**config.mk**
```make
export PLATFORM = sky130hd
export DESIGN_NAME = cam_top
export DESIGN_NICKNAME = d
export VERILOG_FILES = /design/src/hdl/cam_pkg.sv /design/src/hdl/cam_pin_if.sv /design/src/hdl/cam_top.sv /design/src/hdl/cam_pin_sync.sv /design/src/hdl/cam_tick.sv
export SDC_FILE = /design/constraint.sdc
export NUM_CORES = 1
export LEC_CHECK = 0
export BUFFER_PORTS_ARGS = -buffer_cell sky130_fd_sc_hd__buf_2
export CORE_MARGIN = 2
export CORE_UTILIZATION = 30
export DETAILED_ROUTE_END_ITERATION = 16
export HOLD_SLACK_MARGIN = 0.15
export PLACE_DENSITY = 0.45
export SYNTH_ARGS = -nofsm -noshare
export SYNTH_HDL_FRONTEND = slang
export SYNTH_HIERARCHICAL = 1
export SYNTH_SLANG_ARGS = --single-unit
```
**constraint.sdc**
```tcl
create_clock -name clk_i -period 2.54 [get_ports clk_i]
set_input_delay 0.127 -clock clk_i [delete_from_list [all_inputs] [get_ports clk_i]]
set_output_delay 0.127 -clock clk_i [all_outputs]
set_load 0.02 [all_outputs]
```
**src/hdl/cam_pkg.sv**
```systemverilog
package cam_pkg;

	// Module count and the one module that may act as watchdog
	localparam int NUM_MOD = 5;
	localparam logic [2:0] WDT_MOD = 3'h4;

	// Byte offsets of the shared registers, one aligned word each
	localparam logic [7:0] OFS_CTRL = 8'h00;
	localparam logic [7:0] OFS_STAT = 8'h04;
	localparam logic [7:0] OFS_CNT_LOW = 8'h08;
	localparam logic [7:0] OFS_CNT_HIGH = 8'h0C;

	// Per-module register blocks: byte address bits 7:5 pick the block
	localparam logic [2:0] BLK_MISC = 3'h0;
	localparam logic [2:0] BLK_MODE = 3'h1;
	localparam logic [2:0] BLK_CMP_LOW = 3'h2;
	localparam logic [2:0] BLK_CMP_HIGH = 3'h3;

	// Array control register fields
	localparam int CTRL_RUN = 0;
	localparam int CTRL_SRC_LSB = 1;
	localparam int CTRL_WDT_EN = 3;
	localparam int CTRL_PRE_LSB = 4;
	localparam logic [1:0] SRC_SYSCLK = 2'h0;

	// Module mode control fields
	localparam int MODE_IRQ_EN = 0;
	localparam int MODE_PWM = 1;
	localparam int MODE_FLIP = 2;
	localparam int MODE_MATCH = 3;
	localparam int MODE_FALL = 4;
	localparam int MODE_RISE = 5;
	localparam int MODE_CMP_EN = 6;

	// Values after reset
	localparam logic [7:0] RST_CTRL = 8'h00;
	localparam logic [7:0] RST_MODE = 8'h00;
	localparam logic [7:0] RST_CMP = 8'h00;
	localparam logic [15:0] RST_CNT = 16'h0000;
	localparam logic [4:0] RST_FLAGS = 5'h00;
	localparam logic [3:0] RST_PRE = 4'h0;

	// Low byte value at which the counter wraps
	localparam logic [7:0] CNT_LOW_MAX = 8'hFF;

endpackage : cam_pkg

```
**src/hdl/cam_pin_if.sv**
```systemverilog
`timescale 1ns/1ps
// Raw module pin levels and their synchronised edges
interface cam_pin_if;
	logic [4:0] raw; // Pin levels straight from the pads
	logic [4:0] rise; // One-cycle pulse on a settled rising edge
	logic [4:0] fall; // One-cycle pulse on a settled falling edge
	modport sync (input raw, output rise, output fall);
	modport user (output raw, input rise, input fall);
endinterface : cam_pin_if

```
**src/hdl/cam_top.sv**
```systemverilog
// Implementation choices: the address map and the Wishbone interface to the registers.
`timescale 1ns/1ps
// Function
// - Capture bits set put module in capture
// - Valid edge copies counter into compare bytes
// - Interrupt needs event flag and irq enable
// - Enabled comparator signals match on equality
// - Compare low write clears comparator enable
// - Compare high write sets comparator enable
// - Comparator enable also written via mode register
// - Flip, match, comparator bits select toggle mode
// - Toggle mode inverts pin on each match
// - All PWM outputs share one counter period
// - PWM low below compare low, else high
// - Low byte wrap reloads low from high
// - PWM needs PWM bit and comparator enable
// - Sysclk source: step is prescale plus one
// - Only module four offers the watchdog
// - Watchdog match issues internal reset
// - Watchdog reset never drives reset pin
// - Falling, rising or both edges trigger capture
// - Match sets flag only with both enables
module cam_top
	import cam_pkg::*;
(
	input wire logic clk_i,
	input wire logic rst_i,
	input wire logic wb_cyc_i,
	input wire logic wb_stb_i,
	input wire logic wb_we_i,
	input wire logic [7:0] wb_adr_i,
	input wire logic [3:0] wb_sel_i,
	input wire logic [31:0] wb_dat_i,
	output logic [31:0] wb_dat_o,
	output logic wb_ack_o,
	input wire logic [4:0] module_io_pin_i,
	output logic [4:0] module_io_pin_o,
	output logic [4:0] module_io_pin_oe_o,
	output logic irq_o,
	output logic wdt_reset_o
);

	////////////////////////////////////////////////////////////////////////
	// Decode helper

	// One-hot module select for a per-module block, zero if out of range
	function automatic logic [4:0] mod_hit(input logic [7:0] adr,
		input logic [2:0] blk);
		logic [4:0] hit;
		hit = 5'h00;
		if (adr[7:5] == blk && adr[4:2] < 3'(NUM_MOD)) begin
			hit = 5'h01 << adr[4:2];
		end
		return hit;
	endfunction : mod_hit

	////////////////////////////////////////////////////////////////////////
	// State

	logic ack_q; // Bus acknowledge
	logic [31:0] rdat_q; // Read data latched with the acknowledge
	logic [7:0] ctrl_q; // Run, source, watchdog enable, prescale
	logic [4:0] flag_q; // Module event flags
	logic [15:0] cnt_q; // Shared counter
	logic step_q; // Counter moved in the previous cycle
	logic [7:0] mode_q [NUM_MOD]; // Module mode control
	logic [7:0] lo_q [NUM_MOD]; // Compare value low bytes
	logic [7:0] hi_q [NUM_MOD]; // Compare value high bytes
	logic [4:0] pin_q; // Pin output levels
	logic [4:0] oe_q; // Pin output enables
	logic irq_q;
	logic wdt_q;

	// Next values
	logic [7:0] mode_d [NUM_MOD]; // Mode after writes and auto enable
	logic [7:0] lo_d [NUM_MOD]; // Low byte after write, capture, reload
	logic [7:0] hi_d [NUM_MOD]; // High byte after write or capture
	logic [4:0] pin_d; // Pin levels for the next cycle
	logic [4:0] oe_d; // Pin drive for the next cycle
	logic [4:0] flag_set; // Flags raised this cycle
	logic [4:0] flag_d; // Flags after clear and set
	logic [15:0] cnt_d; // Counter after write or step
	logic [4:0] match_ev; // Enabled equality, one pulse per count
	logic [4:0] irq_en; // Irq enable bits gathered
	logic tick; // Counter step strobe

	////////////////////////////////////////////////////////////////////////
	// Wishbone decode

	logic req; // Request present and not yet answered
	logic wr; // Write takes effect at the acknowledge edge
	logic [7:0] wdat; // Write byte, low lane
	logic [4:0] wr_mode;
	logic [4:0] wr_lo;
	logic [4:0] wr_hi;
	logic wr_ctrl;
	logic wr_stat;
	logic wr_cnt_lo;
	logic wr_cnt_hi;
	logic [2:0] ridx; // Module index of the read
	logic [4:0] rd_mod; // Per-module read hits
	logic [7:0] rd_byte;

	assign req = wb_cyc_i && wb_stb_i && !ack_q;
	// Only the low lane carries register data; other lanes are ignored
	assign wr = wb_cyc_i && wb_stb_i && wb_we_i && ack_q && wb_sel_i[0];
	assign wdat = wb_dat_i[7:0];
	// Shared register hits, decoded once for reads and writes
	logic hit_ctrl; // Control register
	logic hit_stat; // Status register
	logic hit_cnt_lo; // Counter low byte
	logic hit_cnt_hi; // Counter high byte
	assign hit_ctrl = (wb_adr_i == OFS_CTRL);
	assign hit_stat = (wb_adr_i == OFS_STAT);
	assign hit_cnt_lo = (wb_adr_i == OFS_CNT_LOW);
	assign hit_cnt_hi = (wb_adr_i == OFS_CNT_HIGH);
	assign wr_ctrl = wr && hit_ctrl;
	assign wr_stat = wr && hit_stat;
	assign wr_cnt_lo = wr && hit_cnt_lo;
	assign wr_cnt_hi = wr && hit_cnt_hi;
	assign wr_mode = wr ? mod_hit(wb_adr_i, BLK_MODE) : 5'h00;
	assign wr_lo = wr ? mod_hit(wb_adr_i, BLK_CMP_LOW) : 5'h00;
	assign wr_hi = wr ? mod_hit(wb_adr_i, BLK_CMP_HIGH) : 5'h00;

	// Read selection; unmapped offsets read as zero
	logic [2:0] rblk; // Register block of the read
	logic [7:0] rd_shared; // Value when a shared register is hit
	logic [7:0] rd_module; // Value when a module register is hit
	assign ridx = wb_adr_i[4:2];
	assign rblk = wb_adr_i[7:5];
	assign rd_mod = mod_hit(wb_adr_i, rblk);
	assign rd_shared =
		hit_ctrl ? ctrl_q :
		hit_stat ? {3'h0, flag_q} :
		hit_cnt_lo ? cnt_q[7:0] :
		hit_cnt_hi ? cnt_q[15:8] : 8'h00;
	// Index is only used once the module hit says it is in range
	assign rd_module =
		(rd_mod == 5'h00) ? 8'h00 :
		(rblk == BLK_MODE) ? mode_q[ridx] :
		(rblk == BLK_CMP_LOW) ? lo_q[ridx] :
		(rblk == BLK_CMP_HIGH) ? hi_q[ridx] : 8'h00;
	// Shared offsets sit in block zero, where no module register lives
	assign rd_byte = (rblk == BLK_MISC) ? rd_shared : rd_module;

	// Acknowledge one cycle after the request, dropped the cycle after
	always_ff @(posedge clk_i) begin
		if (rst_i) begin
			ack_q <= 1'b0;
			rdat_q <= 32'h0000_0000;
		end else begin
			ack_q <= req;
			rdat_q <= req ? {24'h00_0000, rd_byte} : rdat_q;
		end
	end

	////////////////////////////////////////////////////////////////////////
	// Counter time base

	cam_tick u_tick (
		.clk_i(clk_i),
		.rst_i(rst_i),
		.run_i(ctrl_q[CTRL_RUN]),
		.src_i(ctrl_q[CTRL_SRC_LSB +: 2]),
		.prescale_i(ctrl_q[CTRL_PRE_LSB +: 4]),
		.tick_o(tick)
	);

	// Software writes win over a step so a reload is never lost
	assign cnt_d = wr_cnt_lo ? {cnt_q[15:8], wdat} :
		wr_cnt_hi ? {wdat, cnt_q[7:0]} :
		tick ? 16'(cnt_q + 16'h0001) : cnt_q;

	////////////////////////////////////////////////////////////////////////
	// Pin synchroniser

	cam_pin_if pins ();

	assign pins.raw = module_io_pin_i;

	cam_pin_sync u_sync (
		.clk_i(clk_i),
		.rst_i(rst_i),
		.pins(pins)
	);

	////////////////////////////////////////////////////////////////////////
	// Per-module logic

	// A counter write in the wrap cycle still reloads the PWM bytes
	logic wrap; // Low byte steps from its maximum to zero
	assign wrap = tick && (cnt_q[7:0] == CNT_LOW_MAX);

	for (genvar m = 0; m < NUM_MOD; m++) begin : g_mod
		logic cmp_en; // Comparator enable
		logic cap_on; // Any capture edge enabled
		logic cap_ev; // Capture event this cycle
		logic pwm_on; // PWM mode active
		logic hso_on; // Toggle output mode active
		logic cmp_en_n;

		assign cmp_en = mode_q[m][MODE_CMP_EN];
		assign cap_on = mode_q[m][MODE_RISE] || mode_q[m][MODE_FALL];
		assign cap_ev = (pins.rise[m] && mode_q[m][MODE_RISE]) ||
			(pins.fall[m] && mode_q[m][MODE_FALL]);
		assign pwm_on = mode_q[m][MODE_PWM] && cmp_en;
		assign hso_on = mode_q[m][MODE_FLIP] && mode_q[m][MODE_MATCH] &&
			cmp_en;

		// Equality checked once per count, the cycle after the step
		assign match_ev[m] = step_q && cmp_en && !mode_q[m][MODE_PWM] &&
			(cnt_q == {hi_q[m], lo_q[m]});

		// Mode register write beats the automatic enable changes
		assign cmp_en_n = wr_mode[m] ? wdat[MODE_CMP_EN] :
			wr_lo[m] ? 1'b0 :
			wr_hi[m] ? 1'b1 : cmp_en;
		assign mode_d[m] = wr_mode[m] ? {1'b0, wdat[6:0]} :
			{1'b0, cmp_en_n, mode_q[m][5:0]};

		// Compare bytes: write, capture, then PWM reload
		assign lo_d[m] = wr_lo[m] ? wdat :
			(cap_ev && !pwm_on) ? cnt_q[7:0] :
			(pwm_on && wrap) ? hi_q[m] : lo_q[m];
		assign hi_d[m] = wr_hi[m] ? wdat :
			(cap_ev && !pwm_on) ? cnt_q[15:8] : hi_q[m];

		// Captures flag outside PWM mode; matches only with the match bit
		assign flag_set[m] = (cap_ev && !pwm_on) ||
			(match_ev[m] && mode_q[m][MODE_MATCH]);

		// PWM compares the shared low byte, so every output shares a period
		assign pin_d[m] = pwm_on ?
			(cnt_q[7:0] >= lo_q[m]) :
			(hso_on && match_ev[m]) ? !pin_q[m] : pin_q[m];

		// Drive the pin only in the output modes; capture leaves it input
		assign oe_d[m] = (pwm_on || hso_on) && !cap_on;
		assign irq_en[m] = mode_q[m][MODE_IRQ_EN];
	end

	////////////////////////////////////////////////////////////////////////
	// Flags and interrupt

	// Writing zero clears a flag; a set in the same cycle wins
	assign flag_d = (flag_q & (wr_stat ? wdat[4:0] : 5'h1F)) | flag_set;

	////////////////////////////////////////////////////////////////////////
	// Register update

	// Control register, written only by software
	always_ff @(posedge clk_i) begin
		if (rst_i) begin
			ctrl_q <= RST_CTRL;
		end else begin
			ctrl_q <= wr_ctrl ? wdat : ctrl_q;
		end
	end

	// Event flags; captures and matches set, software clears
	always_ff @(posedge clk_i) begin
		if (rst_i) begin
			flag_q <= RST_FLAGS;
		end else begin
			flag_q <= flag_d;
		end
	end

	// Shared counter and the step seen by the comparators
	always_ff @(posedge clk_i) begin
		if (rst_i) begin
			cnt_q <= RST_CNT;
			step_q <= 1'b0;
		end else begin
			cnt_q <= cnt_d;
			step_q <= tick;
		end
	end

	// Pin level and drive, registered so the pads never glitch
	always_ff @(posedge clk_i) begin
		if (rst_i) begin
			pin_q <= 5'h00;
			oe_q <= 5'h00;
		end else begin
			pin_q <= pin_d;
			oe_q <= oe_d;
		end
	end

	// Interrupt line lags the flags by one cycle
	always_ff @(posedge clk_i) begin
		if (rst_i) begin
			irq_q <= 1'b0;
		end else begin
			irq_q <= |(flag_q & irq_en);
		end
	end

	// Watchdog only on module four, with match bit and enable
	always_ff @(posedge clk_i) begin
		if (rst_i) begin
			wdt_q <= 1'b0;
		end else begin
			wdt_q <= ctrl_q[CTRL_WDT_EN] && match_ev[WDT_MOD] &&
				mode_q[WDT_MOD][MODE_MATCH];
		end
	end

	// Per-module mode registers
	always_ff @(posedge clk_i) begin
		for (int m = 0; m < NUM_MOD; m++) begin
			if (rst_i) begin
				mode_q[m] <= RST_MODE;
			end else begin
				mode_q[m] <= mode_d[m];
			end
		end
	end

	// Per-module compare bytes
	always_ff @(posedge clk_i) begin
		for (int m = 0; m < NUM_MOD; m++) begin
			if (rst_i) begin
				lo_q[m] <= RST_CMP;
				hi_q[m] <= RST_CMP;
			end else begin
				lo_q[m] <= lo_d[m];
				hi_q[m] <= hi_d[m];
			end
		end
	end

	////////////////////////////////////////////////////////////////////////
	// Outputs

	assign wb_ack_o = ack_q;
	assign wb_dat_o = rdat_q;
	assign module_io_pin_o = pin_q;
	assign module_io_pin_oe_o = oe_q;
	assign irq_o = irq_q;
	// Internal reset request only; no path reaches the board reset pin
	assign wdt_reset_o = wdt_q;

endmodule : cam_top

```
**src/hdl/cam_pin_sync.sv**
```systemverilog
`timescale 1ns/1ps
module cam_pin_sync
	import cam_pkg::*;
(
	input wire logic clk_i,
	input wire logic rst_i,
	cam_pin_if.sync pins
);

	logic [4:0] s1_q; // First stage, read only by the second
	logic [4:0] s2_q; // Second stage
	logic [4:0] s3_q; // Third stage
	logic [4:0] lvl_q; // Accepted level
	logic [4:0] agree; // Second and third stages agree
	logic [4:0] lvl_d;

	////////////////////////////////////////////////////////////////////////
	// A change counts only once two stages agree, filtering one-cycle spikes
	assign agree = ~(s2_q ^ s3_q);
	assign lvl_d = (agree & s3_q) | (~agree & lvl_q);

	// Three-stage synchroniser and accepted level
	always_ff @(posedge clk_i) begin
		if (rst_i) begin
			s1_q <= 5'h00;
			s2_q <= 5'h00;
			s3_q <= 5'h00;
			lvl_q <= 5'h00;
		end else begin
			s1_q <= pins.raw;
			s2_q <= s1_q;
			s3_q <= s2_q;
			lvl_q <= lvl_d;
		end
	end

	// Edges from successive accepted samples
	assign pins.rise = lvl_d & ~lvl_q;
	assign pins.fall = ~lvl_d & lvl_q;

endmodule : cam_pin_sync

```
**src/hdl/cam_tick.sv**
```systemverilog
`timescale 1ns/1ps
module cam_tick
	import cam_pkg::*;
(
	input wire logic clk_i,
	input wire logic rst_i,
	input wire logic run_i,
	input wire logic [1:0] src_i,
	input wire logic [3:0] prescale_i,
	output logic tick_o
);

	logic [3:0] pre_q; // Clocks spent in the current step
	logic tick_q;
	logic active;
	logic last;

	////////////////////////////////////////////////////////////////////////
	// Only the system-clock source is built; other sources hold the count
	assign active = run_i && (src_i == SRC_SYSCLK);
	assign last = (pre_q == prescale_i);

	// One step every prescale plus one clocks
	always_ff @(posedge clk_i) begin
		if (rst_i || !active) begin
			pre_q <= RST_PRE;
			tick_q <= 1'b0;
		end else begin
			pre_q <= last ? RST_PRE : 4'(pre_q + 4'h1);
			tick_q <= last;
		end
	end

	assign tick_o = tick_q;

endmodule : cam_tick

```
==> summary.txt, run 1 <==
Synth
  • EDFF count, synth: 0
  • Asr flop ratio synth: 0%
  • Unique cell type count in the Yosys netlist: 78
  • Yosys reg bits: 191
  • Predominant post-synthesis flop cell: dfxtp_1
  • Register area share after synthesis: 32.8%
  • Synth Area per Inst: 8.35 um2
  • Mapped Cells: 1398
  • Yosys warns: 6
  • Mapped cell area: 11700 um2

Global route
  • Antenna violations before repair: 1
  • Gr usage total: 22.2%
  • Gr ovfl total: 0
  • First-pass GRT wire length: 67.0 mm
  • Vias in the first global route: 10300
  • Largest net degree at the start of global routing: 77

Power
  • Power density cells: 464 nW/um2
  • Maximum vdd drop: 0.378 mV
  • Reg power frac: 48.6%
  • Internal: 4.52 mW
  • Combinational share of power: 6.7%
  • Clk pwr share: 44.8%
  • Static leakage power: 4.88 nW
  • Sw Pwr: 1.71 mW
  • Switch share: 27.4%

Timing
  • Final setup viols: 0
  • Slew @ Worst Pin: 0.790 ns
  • Clock period minus worst slack: 2.35 ns
  • Sum Neg Setup Slack: 0 ns
  • RSZ-0062 raised after global routing: false
  • Setup WS post-layout: 0.193 ns
  • Fmax: 426 MHz
  • Relative slew slack: 47.2%
  • Final Skew: 0.0116 ns
  • Tcrit/Tclk final: 92.4%
  • Final Hold Viols: 0
  • Pins Over Slew Limit: 0

CTS
  • CTS root buf: clkbuf_16
  • Post-CTS Setup Bufs: 0
  • CTS tree: done
  • Clock Sinks: 191
  • CTS Buf Count: 17
  • Max Root-Sink Buffers: 2
  • Worst-path clk slew: 0.08 ns
  • H-tree level count: 4
  • Worst-Skew Late Latency: 0.47 ns

Drt
  • 1st-iter DRT viols: 796
  • DR WL/cell: 22.8 um
  • Post-Route WL: 45.2 mm
  • First-pass DRT Iterations: 5
  • Routed vias/inst: 5.44
  • DRC Markers: 0
  • Total vias in the final route: 10800
  • DRT antenna net count: 0

Worst setup path
  • Crit Path Class: flip-flop to flip-flop
  • CP Data Required Time: 2.86 ns
  • Worst EP arrival: 2.67 ns
  • Critical path startpoint category: flip-flop
  • Critical path endpoint category: flip-flop
  • Worst-path fanout max: 15

Min path
  • Worst hold path type: primary input to flip-flop

Floorplanning
  • DIE AREA: 40500 um2
  • Core box area: 38600 um2
  • Die extent in x: 201 um
  • Initial Util: 30.3%
  • IO Count: 99
  • Placement row count: 72
  • Die Height: 201 um

Place
  • DPL Wire Length: 33.4 mm
  • IO buf count: 47
  • Placed Instance Area: 12700 um2
  • Global placer's final weighted congestion: 0.906
  • Worst Setup Slack post-DPL: 0.148 ns

Finish
  • Share of layout cells above drive strength 1: 15.4%
  • Reg area: 3820 um2
  • Fill cells: 4067
  • Ant diodes: 0
  • Multi-input gate area: 7170 um2
  • Final nets: 1549
  • Area growth syn-to-layout: 15.0%
  • Finished Cell Area: 13400 um2

Status
  • Status: finished, final reports clean

Run
  • Max-cap violations: 0
[cell families after synthesis]
kind of cell	Yosys count	synth area share (%)
AND/OR/NAND/NOR	536	22.9
AO/OA/AOI/OAI	295	17.3
flip-flops	191	32.8
buffers and inverters	176	6.80
multiplexers	101	11.5
XOR/XNOR	56	4.20
adder cells (fa/ha/maj)	42	4.50
other	1	0.0321
[worst paths after layout]
kind | from | endpoint | slack (ns) | cells past startpoint
worst min register to register | u_sync/s1_q[2] | u_sync/s2_q[2] | 0.44 | 1
worst max register to register | wb_ack_o | cnt_q[5] | 0.19 | 5
worst max-delay path | wb_ack_o | cnt_q[5] | 0.19 | 5
worst min-delay path | rst_i | ctrl_q[1] | 0.18 | 2
[metrics by stage]
stage	total power [mW]	hold WS, ns	cells	util (%)
after floorplan	3.35	0.255	1421	-
after global placement	3.49	0.336	1939	33.0
after detailed placement	3.49	0.342	1939	33.0
after CTS	6.27	0.163	1984	34.8
after global routing	6.41	0.176	1984	34.8
final	6.22	0.175	1984	34.8
[power by group through the flow]
stage / combinational [mW] / sequential, mW / clock, mW
2_1_floorplan: 0.251 / 3.10 / 0
3_3_place_gp: 0.397 / 3.09 / 0
3_5_place_dp: 0.396 / 3.09 / 0
4_1_cts: 0.412 / 3.02 / 2.83
5_1_grt: 0.439 / 3.03 / 2.95
6_report: 0.414 / 3.02 / 2.79
[metal layers]
metal | wire length [um] | vias to the layer above | GRT usage (%)
li1 | - | 5089 | -
met1 | 20900 | 5308 | 30.5
met2 | 20700 | 321 | 35.4
met3 | 2180 | 65 | 3.19
met4 | 1430 | 2 | 8.43
met5 | 13 | - | 0
[critical path, stage by stage (launching register included)]
cell	delay, ns
dfxtp_1	0.39
nand4_1	0.21
nor4b_2	0.75
nand2_1	0.53
o211ai_1	0.22
a31oi_1	0.10
[state kept, by name, indices dropped and copies added (netlist names), 8 cells and up]
| register | cells |
|---|---|
| wb_dat_o | 8 |
| cnt_q | 16 |
| ctrl_q | 8 |
| hi_q | 40 |
| mode_q | 35 |
| lo_q | 40 |
[area by class of cell]
type | instances | share of cell area (%)
Sequential cell | 191 | 28.5
Timing Repair Buffer | 143 | 7.69
Clock buffer | 18 | 3.20
Inverter | 46 | 1.29
Tap cell | 518 | 4.83
Multi-Input combinational cell | 1054 | 53.4
Clock inverter | 14 | 1.08
[repair_timing]
item / 4_1_cts / 5_1_grt
hold endpoints to repair: 27 / 0
gates resized for setup: 0 / 1
hold buffers: 13 / 0
endpoints found under the setup margin: 0 / 9
[placed cells by master (no fill, tap or decap), drive strengths merged, types with 5 or more instances in the layout]
| cell type | count |
|---|---|
| nor4b | 5 |
| o21bai | 9 |
| nor4 | 22 |
| clkbuf | 18 |
| mux2 | 9 |
| and3 | 23 |
| inv | 54 |
| dlygate4sd3 | 13 |
| nor2 | 125 |
| buf | 130 |
| mux4 | 26 |
| a21oi | 67 |
| nor2b | 28 |
| nand2 | 178 |
| a32o | 16 |
| nor3 | 26 |
| conb | 24 |
| nand3 | 26 |
| nand2b | 25 |
| a31oi | 15 |
| a21o | 10 |
| nand4 | 24 |
| ha | 42 |
| a22oi | 15 |
| and2 | 11 |
| a311oi | 13 |
| xnor2 | 22 |
| o21a | 5 |
| o21ai | 56 |
| xor2 | 34 |
| dfxtp | 191 |
| a211oi | 39 |
| or2 | 5 |
| nor3b | 14 |
| mux2i | 66 |
| nand4b | 6 |
| a22o | 9 |
[cells in the mapped netlist (27+ instances only)]
cell | instances | area, um2
nor2b_1 | 27 | 169
clkbuf_1 | 79 | 297
buf_4 | 27 | 203
a211oi_1 | 39 | 293
xor2_1 | 34 | 298
o21ai_0 | 50 | 250
inv_1 | 46 | 173
mux2i_1 | 66 | 661
a21oi_1 | 62 | 310
ha_1 | 42 | 526
dfxtp_1 | 191 | 3820
nor2_1 | 124 | 465
nand2_1 | 178 | 668
No activity file was read; power rests on OpenSTA's default activity.
==> inputs of run 2 (changes only) <==
--- a/config.mk
+++ b/config.mk
@@ -6,6 +6,7 @@
 export NUM_CORES = 1
 export LEC_CHECK = 0
 export BUFFER_PORTS_ARGS = -buffer_cell sky130_fd_sc_hd__buf_2
+export CORE_ASPECT_RATIO = 0.6
 export CORE_MARGIN = 2
 export CORE_UTILIZATION = 30
 export DETAILED_ROUTE_END_ITERATION = 16
==> summary.txt, run 2 (synthesis gave the netlist of run 1 again) <==
Finish
  • Commonest cells after routing, fill and taps aside: dfxtp_1 (191), nand2_1 (178), nor2_1 (124), buf_4 (85), mux2i_1 (66)
  • Fill cells: 3989
  • Area growth syn-to-layout: 15.2%
  • Share of layout cells above drive strength 1: 15.7%
  • Ant diodes: 0
  • Commonest non-fill, non-tap cell in the layout: dfxtp_1
  • Biggest regs: hi_q: 40 flops, lo_q: 40 flops, mode_q: 35 flops
  • Final nets: 1553

Power
  • Power density cells: 463 nW/um2
  • Static leakage power: 4.90 nW
  • Maximum vdd drop: 0.490 mV

Timing
  • Slew @ Worst Pin: 1.07 ns
  • Final setup viols: 0
  • Fmax: 435 MHz
  • Clock period minus worst slack: 2.30 ns
  • Final Skew: 0.0119 ns
  • Final Hold Viols: 0
  • Pins Over Slew Limit: 0
  • RSZ-0062 raised after global routing: false
  • Relative slew slack: 28.6%
  • Sum Neg Setup Slack: 0 ns
  • Tcrit/Tclk final: 90.5%
  • WHS: 0.191 ns
  • Setup WS post-layout: 0.240 ns

Drt
  • DRC Markers: 0
  • First-pass DRT Iterations: 5
  • Post-Route WL: 48.2 mm
  • DRT antenna net count: 0
  • 1st-iter DRT viols: 1230
  • Routed vias/inst: 5.55
  • DR WL/cell: 24.3 um
  • Total vias in the final route: 11000

Floorplanning
  • Die Height: 157 um
  • Initial Util: 30.7%
  • IO Count: 99
  • Die extent in x: 259 um
  • Core box area: 38000 um2
  • DIE AREA: 40600 um2
  • Placement row count: 55

Worst setup path
  • Worst EP arrival: 2.67 ns
  • Critical path endpoint category: flip-flop
  • Reg-to-reg slack, setup: 0.24 ns
  • Worst-path fanout max: 10
  • CP Data Required Time: 2.91 ns
  • Critical path startpoint category: flip-flop
  • Crit Path Class: flip-flop to flip-flop

Place
  • Global placer's final weighted congestion: 0.919
  • IO buf count: 47
  • DPL Wire Length: 36.3 mm
  • Worst Setup Slack post-DPL: 0.300 ns

CTS
  • CTS tree: done
  • CTS Buf Count: 17
  • Max Root-Sink Buffers: 2
  • H-tree level count: 4
  • Worst-Skew Late Latency: 0.48 ns
  • Worst-path clk slew: 0.08 ns
  • CTS root buf: clkbuf_16
  • Clock Sinks: 191

Global route
  • Gr usage total: 24.0%
  • First-pass GRT wire length: 70.2 mm
  • Gr ovfl total: 0
  • Vias in the first global route: 10300
  • Largest net degree at the start of global routing: 79
  • Antenna violations before repair: 1

Status
  • Status: finished, final reports clean

Min path
  • Worst hold path type: primary input to flip-flop

Run
  • Max-cap violations: 0
run 2: cell count changes in the layout (fill, tap and decap cells not counted):
cell,change
buf_4,+5
bufinv_16,-1
clkbuf_1,-1
clkinv_4,+1
clkinv_8,+2
clkinvlp_4,-1
dlygate4sd3_1,-1
nand2b_1,+1
nand2b_2,-1
run 2: metal layers:
| layer | part of all wire [%] | vias to the layer above | routed length (um) | track usage (%) |
|---|---|---|---|---|
| li1 | - | 5097 | - | - |
| met1 | 49 | 5358 | 23600 | 36.5 |
| met2 | 38 | 502 | 18500 | 31.8 |
| met3 | 11 | 54 | 5170 | 7.45 |
| met4 | 2.0 | 0 | 963 | 6.41 |
| met5 | 0 | - | 0 | 0 |
run 2: path summary, 6_finish.rpt:
| check | startpoint | endpoint | cells past startpoint |
|---|---|---|---|
| setup reg to reg | cnt_q[7] | lo_q[3][5] | 6 |
| setup / recovery | cnt_q[7] | lo_q[3][5] | 6 |
| hold / removal | wb_dat_i[3] | mode_q[0][3] | 3 |
| hold reg to reg | u_sync/s1_q[4] | u_sync/s2_q[4] | 1 |
run 2: report_power, final:
part,switching (mW),leakage (nW),internal (mW)
clock network,1.47,0.280,1.31
registers,0.0125,1.54,3.01
logic,0.311,3.08,0.118
run 2: area by class of cell:
type | instances | area [um2] | area share [%]
clock inverter | 15 | 149 | 1.11
tap | 513 | 642 | 4.77
clock buffer | 17 | 425 | 3.16
inverter | 46 | 173 | 1.28
multi-input combinational | 1054 | 7170 | 53.3
timing repair buffer | 147 | 1060 | 7.88
sequential | 191 | 3820 | 28.4
run 2: stage by stage:
step / util (%) / power [mW] / instances / cell area (um2)
6_report: 35.4 / 6.23 / 1983 / 13400
5_1_grt: 35.4 / 6.43 / 1983 / 13400
4_1_cts: 35.4 / 6.27 / 1982 / 13400
3_5_place_dp: 33.6 / 3.50 / 1939 / 12700
3_3_place_gp: 33.6 / 3.50 / 1939 / 12700
2_1_floorplan: - / 3.35 / 1421 / 11800
run 2: worst max-delay path: stages, from the launching register on:
cell	delay [ns]
dfxtp_1	0.69
and3_1	0.27
nand3_1	0.37
o21bai_1	0.33
buf_4	0.21
nand2_1	0.06
a32o_1	0.24
run 2: timing repair:
item / 4_1_cts / 5_1_grt
gates resized for setup: 0 / 0
hold buffers: 11 / 1
setup buffers: 0 / 0
endpoints found under the hold margin: 30 / 1
